## config.mk

```make
export PLATFORM = sky130hd
export DESIGN_NAME = ccia_top
export DESIGN_NICKNAME = d
export VERILOG_FILES = /design/src/verilog/ccia_pkg.sv /design/src/verilog/ccia_sticky.sv /design/src/verilog/ccia_top.sv
export SDC_FILE = /design/constraint.sdc
export NUM_CORES = 1
export LEC_CHECK = 0
export ABC_AREA = 1
export BUFFER_PORTS_ARGS = -buffer_cell sky130_fd_sc_hd__buf_2
export CORE_MARGIN = 2
export CORE_UTILIZATION = 55
export DETAILED_ROUTE_END_ITERATION = 12
export PLACE_DENSITY_LB_ADDON = 0.2
export SYNTH_ARGS = -nofsm -noshare
export SYNTH_HDL_FRONTEND = slang
export SYNTH_SLANG_ARGS = --single-unit
```

## constraint.sdc

```tcl
create_clock -name mclk -period 1.8 [get_ports mclk]
set_input_delay 0.36 -clock mclk [delete_from_list [all_inputs] [get_ports mclk]]
set_output_delay 0.36 -clock mclk [all_outputs]
set_load 0.05 [all_outputs]
```

## src/verilog/ccia_pkg.sv

```systemverilog
// Shared constants and types for the counter/cell interrupt and protection-byte block
package ccia_pkg;

   localparam int          ADDR_W          = 8;
   localparam int          DATA_W          = 16;

   // Register offsets
   localparam logic [7:0]  OFS_EVENT_EN    = 8'h2E;
   localparam logic [7:0]  OFS_OVFL_EN     = 8'h2F;
   localparam logic [7:0]  OFS_CELL_EN     = 8'h30;
   localparam logic [7:0]  OFS_APS_TX      = 8'h32;
   localparam logic [7:0]  OFS_APS_RX      = 8'h33;
   localparam logic [7:0]  OFS_EVENT_ST    = 8'h39;
   localparam logic [7:0]  OFS_OVFL_ST     = 8'h3A;
   localparam logic [7:0]  OFS_CELL_ST     = 8'h3B;

   // Reset values
   localparam logic [15:0] RST_ENABLE      = 16'h0000;
   localparam logic [15:0] RST_STATUS      = 16'h0000;
   localparam logic [15:0] RST_APS_TX      = 16'h0000;
   localparam logic [15:0] RST_APS_RX      = 16'h0000;
   localparam logic [15:0] RD_UNMAPPED     = 16'h0000;

   // Field positions
   localparam int          APS_FIRST_MSB   = 15;
   localparam int          APS_FIRST_LSB   = 8;
   localparam int          APS_SECOND_MSB  = 7;
   localparam int          APS_SECOND_LSB  = 0;
   localparam int          APS_CHANGE_BIT  = 12;
   localparam int          OVFL_LINE_LSB   = 7;
   localparam int          CELL_TX_OVF_LSB = 12;
   localparam int          CELL_RX_OVF_LSB = 8;
   localparam int          CELL_MATCH_LSB  = 4;
   localparam int          CELL_SENT_LSB   = 0;

   // Only the protection-change bit lives in this block's event pair
   localparam logic [15:0] EVENT_IMPL_MASK = 16'h1000;

   typedef struct packed {
      logic [7:0] first;
      logic [7:0] second;
   } ccia_kbytes_t;

   typedef struct packed {
      logic [ADDR_W-1:0] addr;
      logic [DATA_W-1:0] wdata;
      logic              wr;
      logic              rd;
   } ccia_bus_req_t;

endpackage

```

## src/verilog/ccia_sticky.sv

```systemverilog
// One status/enable pair: sticky write-one-to-clear status gated by its enable
`timescale 1ns/1ps
`default_nettype none
module ccia_sticky
   import ccia_pkg::*;
#(
   parameter int W = 16
) (
   input  wire logic         mclk,
   input  wire logic         resetn,
   input  wire logic [W-1:0] set_evt,
   input  wire logic         wr_status,
   input  wire logic         wr_enable,
   input  wire logic [W-1:0] wdata,
   output var  logic [W-1:0] status,
   output var  logic [W-1:0] enable,
   output var  logic         irq_any
);

   logic [W-1:0] next_status;

   // Set wins over a simultaneous clear so no event is lost
   always_comb begin
      next_status = status;
      if (wr_status) begin
         next_status = next_status & ~wdata;
      end
      next_status = next_status | set_evt;
   end

   always_ff @(posedge mclk or negedge resetn) begin
      if (!resetn) begin
         status <= RST_STATUS[W-1:0];
      end else begin
         status <= next_status;
      end
   end

   always_ff @(posedge mclk or negedge resetn) begin
      if (!resetn) begin
         enable <= RST_ENABLE[W-1:0];
      end else if (wr_enable) begin
         enable <= wdata;
      end
   end

   assign irq_any = |(status & enable);

endmodule
`default_nettype wire

```

## src/verilog/ccia_top.sv

```systemverilog
// Counter overflow and cell interrupt enables, protection byte registers, status interrupt
// Function
// - Overflow enable register at 0x2F gates each same-position bit of overflow status at 0x3A onto the interrupt.
// - Overflow enable bits 15..7 cover line error counters 9..1, one counter per bit.
// - Overflow enable bits 6..0 cover idle, unmatched, nonzero flow control, length, payload check, uncorrected, corrected.
// - Cell enable register at 0x30 gates each same-position bit of cell status at 0x3B onto the interrupt.
// - Cell enable bits 15..12 cover transmitted-cell tally overflow for ports 3..0.
// - Cell enable bits 11..8 cover received-cell tally overflow for ports 3..0.
// - Cell enable bits 7..4 cover the header-match event of ports 3..0.
// - Cell enable bits 3..0 cover a cell sent from ports 3..0.
// - Register 0x32 holds the first protection byte in 15..8 and the second in 7..0 for the transmitter.
// - Register 0x33 holds the last received first byte in 15..8 and second byte in 7..0.
// - A received protection byte that differs from the held value sets event status bit 12.
// - A status bit reaches the interrupt only while its enable bit is set.
// - Event enable bit 12 lets the protection-change event drive the interrupt.
`timescale 1ns/1ps
`default_nettype none
module ccia_top
   import ccia_pkg::*;
(
   input  wire logic              mclk,
   input  wire logic              resetn,
   input  wire logic [ADDR_W-1:0] reg_addr,
   input  wire logic [DATA_W-1:0] reg_wdata,
   input  wire logic              reg_wr,
   input  wire logic              reg_rd,
   output var  logic [DATA_W-1:0] reg_rdata,
   input  wire logic [15:0]       ovfl_event,
   input  wire logic [15:0]       cell_event,
   input  wire logic              rx_aps_valid,
   input  wire ccia_kbytes_t      rx_aps,
   output var  ccia_kbytes_t      tx_aps,
   output var  logic              stat_int
);

   ccia_bus_req_t req;
   logic [15:0]   ovfl_status;
   logic [15:0]   ovfl_enable;
   logic [15:0]   cell_status;
   logic [15:0]   cell_enable;
   logic [15:0]   event_status;
   logic [15:0]   event_enable;
   logic [15:0]   ovfl_pend;
   logic [15:0]   cell_pend;
   logic [15:0]   event_pend;
   logic [8:0]    pend_line;
   logic [6:0]    pend_tally;
   logic [3:0]    pend_tx_ovf;
   logic [3:0]    pend_rx_ovf;
   logic [3:0]    pend_match;
   logic [3:0]    pend_sent;
   logic          pend_aps;
   logic          any_pend;
   logic [15:0]   aps_transmit_bytes;
   logic [15:0]   aps_receive_bytes;
   logic          aps_change;
   logic [15:0]   event_set;

   function automatic logic hit(input logic [ADDR_W-1:0] ofs);
      hit = req.wr && (req.addr == ofs);
   endfunction

   // Enabled view of one status word; shared by all three pairs
   function automatic logic [15:0] gated(input logic [15:0] st, input logic [15:0] en);
      gated = st & en;
   endfunction

   assign req = '{addr: reg_addr, wdata: reg_wdata, wr: reg_wr, rd: reg_rd};

   // Overflow pair: bits 15..7 line counters 9..1, 6..0 cell tallies
   ccia_sticky #(.W(16)) u_ovfl (
      .mclk      (mclk),
      .resetn    (resetn),
      .set_evt   (ovfl_event),
      .wr_status (hit(OFS_OVFL_ST)),
      .wr_enable (hit(OFS_OVFL_EN)),
      .wdata     (req.wdata),
      .status    (ovfl_status),
      .enable    (ovfl_enable),
      .irq_any   ()
   );

   // Cell pair: tx overflow, rx overflow, header match, cell sent; port 3 highest
   ccia_sticky #(.W(16)) u_cell (
      .mclk      (mclk),
      .resetn    (resetn),
      .set_evt   (cell_event),
      .wr_status (hit(OFS_CELL_ST)),
      .wr_enable (hit(OFS_CELL_EN)),
      .wdata     (req.wdata),
      .status    (cell_status),
      .enable    (cell_enable),
      .irq_any   ()
   );

   // Event pair keeps only the protection-change bit
   ccia_sticky #(.W(16)) u_event (
      .mclk      (mclk),
      .resetn    (resetn),
      .set_evt   (event_set),
      .wr_status (hit(OFS_EVENT_ST)),
      .wr_enable (hit(OFS_EVENT_EN)),
      .wdata     (req.wdata & EVENT_IMPL_MASK),
      .status    (event_status),
      .enable    (event_enable),
      .irq_any   ()
   );

   // Transmit bytes
   always_ff @(posedge mclk or negedge resetn) begin
      if (!resetn) begin
         aps_transmit_bytes <= RST_APS_TX;
      end else if (hit(OFS_APS_TX)) begin
         aps_transmit_bytes <= req.wdata;
      end
   end

   always_ff @(posedge mclk or negedge resetn) begin
      if (!resetn) begin
         tx_aps <= '0;
      end else begin
         tx_aps.first  <= aps_transmit_bytes[APS_FIRST_MSB:APS_FIRST_LSB];
         tx_aps.second <= aps_transmit_bytes[APS_SECOND_MSB:APS_SECOND_LSB];
      end
   end

   // Receive bytes; compare against the held copy before it is replaced
   assign aps_change = rx_aps_valid && (rx_aps != aps_receive_bytes);

   always_comb begin
      event_set = '0;
      event_set[APS_CHANGE_BIT] = aps_change;
   end

   always_ff @(posedge mclk or negedge resetn) begin
      if (!resetn) begin
         aps_receive_bytes <= RST_APS_RX;
      end else if (rx_aps_valid) begin
         aps_receive_bytes <= rx_aps;
      end
   end

   assign ovfl_pend  = gated(ovfl_status, ovfl_enable);
   assign cell_pend  = gated(cell_status, cell_enable);
   assign event_pend = gated(event_status, event_enable);

   // Line/PHY error counters 9..1 on overflow bits 15..7
   always_comb begin
      pend_line = '0;
      for (int i = 0; i < $bits(pend_line); i++) begin
         pend_line[i] = ovfl_pend[OVFL_LINE_LSB + i];
      end
   end

   // Cell tallies on overflow bits 6..0, idle cell highest
   always_comb begin
      pend_tally = '0;
      for (int i = 0; i < $bits(pend_tally); i++) begin
         pend_tally[i] = ovfl_pend[i];
      end
   end

   // Transmitted-cell tally overflow, port 3 on the highest bit
   always_comb begin
      pend_tx_ovf[3] = cell_pend[CELL_TX_OVF_LSB + 3];
      pend_tx_ovf[2] = cell_pend[CELL_TX_OVF_LSB + 2];
      pend_tx_ovf[1] = cell_pend[CELL_TX_OVF_LSB + 1];
      pend_tx_ovf[0] = cell_pend[CELL_TX_OVF_LSB];
   end

   // Received-cell tally overflow, port 3 on the highest bit
   always_comb begin
      pend_rx_ovf[3] = cell_pend[CELL_RX_OVF_LSB + 3];
      pend_rx_ovf[2] = cell_pend[CELL_RX_OVF_LSB + 2];
      pend_rx_ovf[1] = cell_pend[CELL_RX_OVF_LSB + 1];
      pend_rx_ovf[0] = cell_pend[CELL_RX_OVF_LSB];
   end

   // Header-match events per port
   always_comb begin
      pend_match[3] = cell_pend[CELL_MATCH_LSB + 3];
      pend_match[2] = cell_pend[CELL_MATCH_LSB + 2];
      pend_match[1] = cell_pend[CELL_MATCH_LSB + 1];
      pend_match[0] = cell_pend[CELL_MATCH_LSB];
   end

   // Cell-sent events per port
   always_comb begin
      pend_sent[3] = cell_pend[CELL_SENT_LSB + 3];
      pend_sent[2] = cell_pend[CELL_SENT_LSB + 2];
      pend_sent[1] = cell_pend[CELL_SENT_LSB + 1];
      pend_sent[0] = cell_pend[CELL_SENT_LSB];
   end

   assign pend_aps = event_pend[APS_CHANGE_BIT];

   // One OR tree over every enabled group feeds the pin
   always_comb begin
      any_pend = 1'b0;
      any_pend = any_pend | (|pend_line);
      any_pend = any_pend | (|pend_tally);
      any_pend = any_pend | (|pend_tx_ovf);
      any_pend = any_pend | (|pend_rx_ovf);
      any_pend = any_pend | (|pend_match);
      any_pend = any_pend | (|pend_sent);
      any_pend = any_pend | pend_aps;
   end

   // Registered so the pin is glitch-free; costs one cycle of latency
   always_ff @(posedge mclk or negedge resetn) begin
      if (!resetn) begin
         stat_int <= 1'b0;
      end else begin
         stat_int <= any_pend;
      end
   end

   // Read data valid the cycle after the strobe only
   always_ff @(posedge mclk or negedge resetn) begin
      if (!resetn) begin
         reg_rdata <= RD_UNMAPPED;
      end else if (!req.rd) begin
         reg_rdata <= RD_UNMAPPED;
      end else begin
         case (req.addr)
            OFS_EVENT_EN: begin
               reg_rdata <= event_enable;
            end
            OFS_OVFL_EN: begin
               reg_rdata <= ovfl_enable;
            end
            OFS_CELL_EN: begin
               reg_rdata <= cell_enable;
            end
            OFS_APS_TX: begin
               reg_rdata <= aps_transmit_bytes;
            end
            OFS_APS_RX: begin
               reg_rdata <= aps_receive_bytes;
            end
            OFS_EVENT_ST: begin
               reg_rdata <= event_status;
            end
            OFS_OVFL_ST: begin
               reg_rdata <= ovfl_status;
            end
            OFS_CELL_ST: begin
               reg_rdata <= cell_status;
            end
            default: begin
               reg_rdata <= RD_UNMAPPED;
            end
         endcase
      end
   end

endmodule
`default_nettype wire

```

==> summary.md, run 1 <==
| Metric | Value |
|---|---|
| Status | finished, final reports clean |
| Top cells by count, synth | nand2_1 (193), nand3_1 (133), dfrtp_1 (131) |
| Global-route wire length before repair | 27.7 mm |
| Worst EP arrival | 1.08 ns |
| Die width | 111 µm |
| Syn_nets | 825 |
| CP Depth | 1 |
| Resize count post-CTS | 0 |
| CTS Sinks | 131 |
| Clk root buf | clkbuf_16 |
| Hold Buf Count CTS | 1 |
| Synthesized area | 6250 µm² |
| CP endpoint kind | primary output |
| Hpwl dp | 11.5 mm |
| DP Cell Count | 986 |
| Clock transition at path regs | 0.06 ns |
| GP Congestion | 0.920 |
| Cell taking the most area after synthesis | dfrtp_1 |
| RSZ-0062 raised after global routing | false |
| Global router's overall resource usage | 28.6% |
| Synth Area in Compound Gates | 8.77% |
| CP Data Required Time | 1.44 ns |
| Vias in the first global route | 5691 |
| Grt total ovfl | 0 |
| Power per cell area | 1030 nW/µm² |
| Main combinational cell family by area after synthesis | simple AND/OR/NAND/NOR gates |
| End of the critical path | reg_rdata[3] |
| Synth Area in Adders | 0% |
| Layout Utilization | 69.6% |
| #FFs+latches synth | 131 |
| Critical path's top delay family | flip-flops |
| Port bufs | 109 |
| WP buf/inv | 1 |
| Ys Warns | 0 |
| Htree depth | 4 |
| Max cap viols | 0 |
| Final ANT Viol Nets | 0 |
| Vias | 5616 |
| Final setup margin | 0.361 ns |
| Initial Util | 56.9% |
| Hold_sp | cell_event[9] |
| Crit path largest cell delay | 0.37 ns |
| CTS tree | done |
| Hold Vio Cnt, Final | 0 |
| Router iterations before antenna repair | 8 |
| Post-route setup TNS | 0 ns |
| Post-Synth XOR/XNOR Area | 0.140% |
| Top cells by area, synth | dfrtp_1 (52%), nand2_1 (12%), nand3_1 (11%) |
| Max stage delay cell, worst path | dfrtp_1 |
| Leak Pwr | 3.94 nW |
| # rows | 38 |
| Most numerous cell in the Yosys netlist | nand2_1 |
| Number of antenna violations at the first check in global routing | 0 |
| Antenna Cells | 0 |
| Layout cell share with drive strength beyond 1 | 22.3% |
| Worst-path cell chain | buf_2 |
| Slew @ Worst Pin | 0.699 ns |
| Post-synth EDFFs | 0 |
| Slew Viols, Final | 0 |
| Die Y | 111 µm |
| Critical Path Start | reg_rdata[3]$_DFF_PN0_ |
| Max Clock Freq | 0.695 GHz |
| Die area | 12200 µm² |
| Placed inst area | 6940 µm² |
| Synthesis-to-finish area growth | 22.3% |
| Post-synthesis sequential area ratio | 52.4% |
| Fin area | 7640 µm² |
| Clock Skew | 0.00660 ns |
| Count of different cell masters after synthesis | 26 |
| Hold/Removal Path Class | primary input to register |
| Mean Syn Cell Area | 8.36 µm² |
| Synth Area in Simple Gates | 29.3% |
| Worst Reg-to-Reg Cells | 9 |
| Critical path type | register to primary output |
| FF-to-FF setup slack | 0.57 ns |
| Total power | 7.86 mW |
| Hold Slack | 0.110 ns |
| Worst-skew pair later-pin latency | 0.43 ns |
| Non-filler cells, final | 1019 |
| Max Root-Sink Buffers | 2 |
| Drt wl/cell | 16.3 µm |
| Post-Synthesis Cells | 748 |
| Yosys top cell area share | 52.4% |
| Worst vdd ir | 0.000726 V |
| Final setup vio count | 0 |
| Nets | 943 |
| Reg2reg start | aps_receive_bytes[9]$_DFFE_PN0P_ |
| Placement Setup Slack | 0.0390 ns |
| Via/cell ratio | 5.51 |
| FF-to-FF End | u_event.status[12]$_DFF_PN0_ |
| Largest net degree at the start of global routing | 52 |
| CORE AREA | 11000 µm² |
| Residual DRC | 0 |
| Worst slew margin | 53.4% |
| Mux cell area share after synthesis | 0.180% |
| Min Tclk post-route | 1.44 ns |
| Worst setup SP type | register |
| Worst Path Max Fanout | 1 |
| Async SR Flop Fraction | 100% |
| DR iter-0 viols | 383 |
| # IOs | 110 |
| Detailed Route WL | 16.6 mm |
| Post CTS Setup Buffer Count | 0 |
| Dominant synthesized flop cell | dfrtp_1 |
| CTS buffer count | 17 |
| Final worst path period share | 80.0% |
-- report_power, final --
group	switching [mW]	leakage, nW	total (mW)	internal (mW)
Combinational	0.474	1.99	0.696	0.222
Clock	1.30	0.341	4.01	2.71
Sequential	0.0868	1.61	3.15	3.06
Total	1.86	3.94	7.86	5.99
-- final cells by class --
type	instances	area, µm²
clock buffer	20	467
clock inverter	12	225
fill	841	3340
inverter	88	330
multi-input combinational	498	2400
sequential	131	3280
tap	140	175
timing repair buffer	130	771
-- worst min-delay path: stages --
cell and delay [ns]:
buf_2 0.07, inv_1 0.03, nand2_1 0.04
-- cell usage in the layout, fill, tap and decap left out, drive strengths merged --
cell           n
nand2        199
nand3        138
dfrtp        131
buf          129
o21ai         97
inv           89
nor2          53
clkbuf        20
bufinv         6
clkinv         5
nand4          4
nor3           3
a21oi          1
a22o           1
xor2           1
mux2           1
dlygate4sd3    1
-- how the worst min path moves through the flow --
stage,endpoint,slack [ns],depth (start not counted)
after floorplan,aps_receive_bytes[0]$_DFFE_PN0P_,0.06,0
after global placement,tx_aps[2]$_DFF_PN0_,0.29,1
after detailed placement,tx_aps[0]$_DFF_PN0_,0.29,1
after CTS,u_cell.status[9]$_DFF_PN0_,0.10,3
after global routing,u_ovfl.status[1]$_DFF_PN0_,0.12,3
final,u_cell.status[9]$_DFF_PN0_,0.11,3
-- logic make-up after synthesis --
group	after synthesis
AND/OR/NAND/NOR	397
flip-flops	131
buffers and inverters	119
AO/OA/AOI/OAI	99
XOR/XNOR	1
multiplexers	1
-- sequential cells by signal, indices dropped and copies added (netlist names) --
signal	flops
reg_rdata	16
u_cell.status	16
u_ovfl.enable	16
u_event.enable	1
aps_receive_bytes	16
aps_transmit_bytes	16
stat_int	1
u_event.status	1
u_ovfl.status	16
tx_aps	16
u_cell.enable	16
-- routing by layer --
metal  vias to the layer above  track usage, %  wire (µm)  share of wire [%]
li1                       2641               -          -                  -
met1                      2672            36.6       6760                 41
met2                       260            47.2       8180                 49
met3                        43            5.54       1140                6.9
met4                         0            13.1        532                3.2
met5                         -               0          0                  0
Note: power is estimated with default switching activity, not from simulation.
==> run 2, diff against run 1 <==
- ABC_AREA: 1 -> 0
- CORE_UTILIZATION: 55 -> 50
- clock period: 1.8 -> 1.3 ns (I/O delays scaled with it)
==> run 2 against run 1 <==
  * The run now ends with negative setup slack left
  * Clock skew shrank 0.00061 ns
  * Die area grew 5.1%
  * Global-route usage grew 0.84 points
  * Cell count shrank 14%
  * Worst setup slack lost 0.48 ns
  * Final area grew 15%
  * Largest cell class unchanged
  * Largest power group unchanged
==> summary.md, run 2 <==
| Metric | Value |
|---|---|
| Switching Fraction | 24.5% |
| Number of antenna violations at the first check in global routing | 0 |
| # rows | 39 |
| RSZ-0062 raised after global routing | true |
| Count of different cell masters after synthesis | 52 |
| Ys Warns | 0 |
| CP endpoint kind | register |
| Global-route wire length before repair | 28.4 mm |
| Placed inst area | 7580 µm² |
| Crit path largest cell delay | 0.39 ns |
| Router iterations before antenna repair | 8 |
| Nets | 797 |
| Leak Pwr | 4.06 nW |
| Die width | 113 µm |
| Top cells by count, synth | dfrtp_1 (131), mux2_2 (59), nand2_1 (42) |
| Worst-path cell chain | xnor2_1, nand4_1, o41ai_2, buf_4, nand2_1 |
| Vias | 5123 |
| Synthesis-to-finish area growth | 47.1% |
| # IOs | 110 |
| DR iter-0 viols | 375 |
| Final setup vio count | 54 |
| Worst EP arrival | 1.71 ns |
| Htree depth | 4 |
| Syn_nets | 559 |
| Worst slew margin | 75.2% |
| Final ANT Viol Nets | 0 |
| CP Data Required Time | 1.60 ns |
| Antenna Cells | 0 |
| Clk root buf | clkbuf_16 |
| GP Congestion | 0.923 |
| Clock transition at path regs | 0.05 ns |
| Hold Vio Cnt, Final | 0 |
| Internal Power | 7.87 mW |
| Fin area | 8800 µm² |
| Max cap viols | 0 |
| Residual DRC | 0 |
| Sequential share of power | 41.7% |
| CTS buffer count | 17 |
| Most frequent cells in the layout | dfrtp_1 (130), buf_4 (106), buf_2 (96), mux2_2 (57), a21o_1 (33) |
| Global router's overall resource usage | 29.4% |
| Critical path type | register to register |
| Post-route setup TNS | -2.51 ns |
| Grt total ovfl | 0 |
| Failing checks | negative setup slack |
| Hpwl dp | 12.9 mm |
| Commonest non-fill, non-tap cell in the layout | dfrtp_1 |
| DP Cell Count | 825 |
| Worst setup SP type | register |
| Port bufs | 109 |
| Die area | 12900 µm² |
| Final worst path period share | 109% |
| Top cells by area, synth | dfrtp_1 (55%), mux2_2 (11%), a21o_1 (4.1%) |
| Max Clock Freq | 0.706 GHz |
| Worst-skew pair later-pin latency | 0.42 ns |
| Drt wl/cell | 20.9 µm |
| Vias in the first global route | 5260 |
| CTS tree | done |
| Die Y | 113 µm |
| Post-synthesis sequential area ratio | 54.8% |
| Critical path's top delay family | flip-flops |
| Final setup margin | -0.116 ns |
| Power per cell area | 1190 nW/µm² |
| Post-Synthesis Cells | 482 |
| Slew @ Worst Pin | 0.372 ns |
| Worst Path Max Fanout | 2 |
| WP buf/inv | 1 |
| Most numerous cell in the Yosys netlist | dfrtp_1 |
| Dominant synthesized flop cell | dfrtp_1 |
| Synthesized area | 5980 µm² |
| Via/cell ratio | 5.85 |
| Non-filler cells, final | 876 |
| Async SR Flop Fraction | 100% |
| Max Root-Sink Buffers | 2 |
| CORE AREA | 11600 µm² |
| FF-to-FF setup slack | -0.12 ns |
| Cell taking the most area after synthesis | dfrtp_1 |
| CTS Sinks | 131 |
| #FFs+latches synth | 131 |
| Slew Viols, Final | 0 |
| Worst vdd ir | 0.00108 V |
| Layout cell share with drive strength beyond 1 | 60.6% |
| Hold/Removal Path Class | primary input to register |
| Mean Syn Cell Area | 12.4 µm² |
| Min Tclk post-route | 1.42 ns |
| Largest net degree at the start of global routing | 44 |
| Post-synth EDFFs | 0 |
| Clock share of power | 44.7% |
| Detailed Route WL | 18.3 mm |
| Yosys top cell area share | 54.8% |
| Net Switching | 2.56 mW |
| Status | complete, but fails checks |
| Logic pwr share | 13.5% |
| Initial Util | 51.7% |
| Max stage delay cell, worst path | dfrtp_1 |
| FILL cells | 741 |
| Clock Skew | 0.00600 ns |
run 2: cell count changes after synthesis, sizes merged, moves of 33 or more:
cell and delta:
nand3 -117, mux2 +68, nor2 -48, nand2 -156, o21ai -85, inv -84
a21o +33
run 2: area by class of cell:
| class | instances | area, µm² | share of cell area [%] |
|---|---|---|---|
| Sequential cell | 131 | 3280 | 37.3 |
| Clock buffer | 23 | 478 | 5.43 |
| Clock inverter | 9 | 104 | 1.18 |
| Tap cell | 143 | 179 | 2.03 |
| Inverter | 4 | 15.0 | 0.171 |
| Timing Repair Buffer | 246 | 1820 | 20.7 |
| Multi-Input combinational cell | 320 | 2920 | 33.2 |
run 2: worst paths after layout:
kind                                                   start                            to  depth (start not counted)
setup / recovery            aps_receive_bytes[0]$_DFFE_PN0P_  u_event.status[12]$_DFF_PN0_                          5
hold reg to reg            aps_transmit_bytes[8]$_DFFE_PN0P_           tx_aps[8]$_DFF_PN0_                          0
min in group asynchronous                             resetn           tx_aps[3]$_DFF_PN0_                          2
hold / removal                                 cell_event[5]    u_cell.status[5]$_DFF_PN0_                          2
max in group asynchronous                             resetn    u_ovfl.status[9]$_DFF_PN0_                          3
setup reg to reg            aps_receive_bytes[0]$_DFFE_PN0P_  u_event.status[12]$_DFF_PN0_                          5
run 2: stage by stage:
stage	hold WS [ns]	power, mW	util (%)	worst slack (ns)
finish	0.0154	10.4	76.1	-0.116
global route	0.00739	10.8	76.1	-0.156
CTS	0.00439	10.4	73.1	-0.108
detailed placement	0.157	5.66	65.5	-0.573
global placement	0.158	5.63	65.5	-0.530
floorplan	-0.0356	4.98	-	-0.525
run 2: cell families (layout without fill, tap and decap cells):
logic type | count (synthesis) | count (layout) | synth area share, %
and+or+nand+nor | 116 | 117 | 11.3
buffers and inverters | 32 | 282 | 2.72
DFF | 131 | 131 | 54.8
muxes | 84 | 84 | 17.0
xor gates and xnor gates | 17 | 17 | 2.49
AOI/OAI and AO/OA | 102 | 102 | 11.7
run 2: worst reg2reg max path, delay by kind of cell (launching register included):
| kind | cells | cell delay (ns) |
|---|---|---|
| and+or+nand+nor | 2 | 0.18 |
| AOI/OAI and AO/OA | 1 | 0.39 |
| buffers and inverters | 1 | 0.17 |
| xor gates and xnor gates | 1 | 0.17 |
| DFF | 1 | 0.39 |
run 2: timing repair:
item / 4_1_cts / 5_1_grt
cloned: 1 / 1
hold endpoints to repair: 13 / 0
pin swaps: 31 / 54
setup endpoints to repair: 88 / 78
hold buffers: 2 / 0
resized for setup: 47 / 90
setup buffers: 9 / 6
run 2: layer usage:
metal  wire length [µm]  track usage [%]
met3               1330             6.59
met2               8830             45.9
met5                  0                0
met4                653             15.0
met1               7490             39.1
run 2: power by group through the flow:
stage                     logic [mW]  registers [mW]  clock network (mW)
after floorplan                0.458            4.52                   0
after global placement          1.23            4.40                   0
after detailed placement        1.25            4.41                   0
after CTS                       1.34            4.35                4.71
after global routing            1.50            4.37                4.92
final                           1.41            4.35                4.66
==> run 3, diff against run 2 <==
- SETUP_SLACK_MARGIN: unset -> 0.5
- clock period: 1.3 -> 1.26 ns (I/O delays scaled with it)
==> run 3 against run 2 <==
  * The flow finishes with violations (negative hold slack, negative setup slack)
  * Clock-buffer cell count down 4
  * Sequential share of layout area down 4.5 points
  * Worst setup slack worse by 0.10 ns
  * Clock skew up 0.0029 ns
  * Largest cell class unchanged
  * Highest routed layer unchanged
==> summary.md, run 3 (synthesized netlist as in run 2, its figures left out) <==
| Metric | Value |
|---|---|
| Status | complete, but fails checks |
| Failing checks | negative hold slack, negative setup slack |
| Worst slew margin | 72.8% |
| Die area | 12900 µm² |
| Antenna Cells | 0 |
| CTS tree | done |
| Logic pwr share | 15.3% |
| CTS buffer count | 17 |
| Clk root buf | clkbuf_16 |
| Max Root-Sink Buffers | 2 |
| Clock Skew | 0.00894 ns |
| Final setup margin | -0.216 ns |
| Final worst path period share | 117% |
| Met2 Use GR | 58.0% |
| RSZ-0062 raised after global routing | true |
| Met1 usage | 43.6% |
| Hold Buf Count CTS | 14 |
| Hpwl dp | 13.0 mm |
| Commonest non-fill, non-tap cell in the layout | buf_4 |
| Drt wl/cell | 27.6 µm |
| Leak Pwr | 4.64 nW |
| Vias in the first global route | 6093 |
| Die width | 113 µm |
| CORE AREA | 11600 µm² |
| Worst EP arrival | 1.78 ns |
| Final ANT Viol Nets | 0 |
| Max Clock Freq | 0.677 GHz |
| Hold Slack | -0.146 ns |
| # IOs | 110 |
| Power per cell area | 1190 nW/µm² |
| Global router's overall resource usage | 36.2% |
| Clock transition at path regs | 0.06 ns |
| Die Y | 113 µm |
| Htree depth | 4 |
| Worst Path Max Fanout | 3 |
| Hold/Removal Path Class | primary input to async pin |
| Switching Fraction | 24.9% |
| # rows | 39 |
| Vias | 5928 |
| Residual DRC | 0 |
| Worst setup SP type | register |
| Nets | 839 |
| Total power | 12.1 mW |
| Sequential share of power | 37.5% |
| Most frequent cells in the layout | buf_4 (107), dfrtp_1 (98), buf_2 (71), buf_6 (43), mux2_2 (40) |
| Internal Power | 9.06 mW |
| Busiest grt layer | met2 |
| Detailed Route WL | 25.4 mm |
| Non-filler cells, final | 918 |
| FILL cells | 456 |
| Slew Viols, Final | 0 |
| Number of antenna violations at the first check in global routing | 0 |
| GP Congestion | 0.950 |
| Layout cell share with drive strength beyond 1 | 68.8% |
| Initial Util | 51.7% |
| Final setup vio count | 100 |
| DP Cell Count | 834 |
| Reg2reg start | u_cell.enable[2]$_DFFE_PN0P_ |
| Worst-skew pair later-pin latency | 0.44 ns |
| Hold Vio Cnt, Final | 131 |
| Slew @ Worst Pin | 0.408 ns |
| Max cap viols | 0 |
| Via/cell ratio | 6.46 |
| CP endpoint kind | register |
| Critical Path Start | u_cell.enable[2]$_DFFE_PN0P_ |
| Worst vdd ir | 0.00113 V |
| Clock share of power | 47.2% |
| Port bufs | 109 |
| Synthesis-to-finish area growth | 69.2% |
| Critical path type | register to register |
| DR iter-0 viols | 850 |
| Placement Setup Slack | -0.575 ns |
| Grt total ovfl | 0 |
| Post-route setup TNS | -10.73 ns |
| Net Switching | 3.01 mW |
| CTS Sinks | 131 |
| Global-route wire length before repair | 34.7 mm |
| Largest net degree at the start of global routing | 73 |
| Min Tclk post-route | 1.48 ns |
| Grt met3 use | 10.3% |
| CP Data Required Time | 1.56 ns |
| Router iterations before antenna repair | 6 |
[run 3: cell count changes in the layout (fill, tap and decap cells not counted), moves of 20 or more]
cell     change
buf_8       +34
dfrtp_1     -32
dfrtp_2     +32
buf_2       -25
buf_6       +20
[run 3: final timing paths]
kind                                                to  slack (ns)  depth (start not counted)
min in group mclk          u_ovfl.status[13]$_DFF_PN0_           0                          2
max reg2reg                         stat_int$_DFF_PN0_       -0.22                          4
min reg2reg                        tx_aps[8]$_DFF_PN0_        0.40                          0
max                                 stat_int$_DFF_PN0_       -0.22                          4
max in group asynchronous          tx_aps[8]$_DFF_PN0_        1.06                          2
min                             reg_rdata[3]$_DFF_PN0_       -0.15                          2
[run 3: timing repair]
action / CTS / global route
endpoints found under the setup margin: 148 / 246
pin swaps: 71 / 55
cloned: 5 / 2
endpoints found under the hold margin: 144 / 131
gates resized for setup: 234 / 75
buffers inserted: 20 / 12
[run 3: metrics by stage]
| step | cell area, µm² | utilization [%] |
|---|---|---|
| floorplan | 6280 | - |
| global placement | 7750 | 67.0 |
| detailed placement | 7750 | 67.0 |
| CTS | 9650 | 83.5 |
| global route | 10100 | 87.5 |
| finish | 10100 | 87.5 |
[run 3: power by group through the flow]
stage | combinational [mW] | sequential, mW | clock, mW
after floorplan | 0.530 | 4.67 | 0
after global routing | 1.90 | 4.54 | 5.91
final | 1.84 | 4.53 | 5.70
after global placement | 1.33 | 4.55 | 0
after CTS | 1.64 | 4.51 | 5.67
after detailed placement | 1.35 | 4.56 | 0
[run 3: per-layer routing]
| layer | up-vias | part of all wire (%) |
|---|---|---|
| met3 | 179 | 9.1 |
| met4 | 0 | 7.6 |
| met5 | - | 0 |
| li1 | 2349 | - |
| met2 | 470 | 46 |
| met1 | 2930 | 37 |
[run 3: critical path: stages (launching register included)]
cell	delay, ns
dfrtp_1	0.42
a22oi_1	0.34
nand4_1	0.16
nor4_2	0.32
nand2_1	0.11
[run 3: cell type report]
cell class | instances | area, µm² | share of cell area (%)
flip-flops and latches | 131 | 3320 | 32.8
multi-input cells | 320 | 3230 | 31.9
repair buffers | 288 | 2710 | 26.8
clock buffers | 19 | 443 | 4.38
clock inverters | 13 | 230 | 2.27
well taps | 143 | 179 | 1.77
inverters | 4 | 15.0 | 0.148
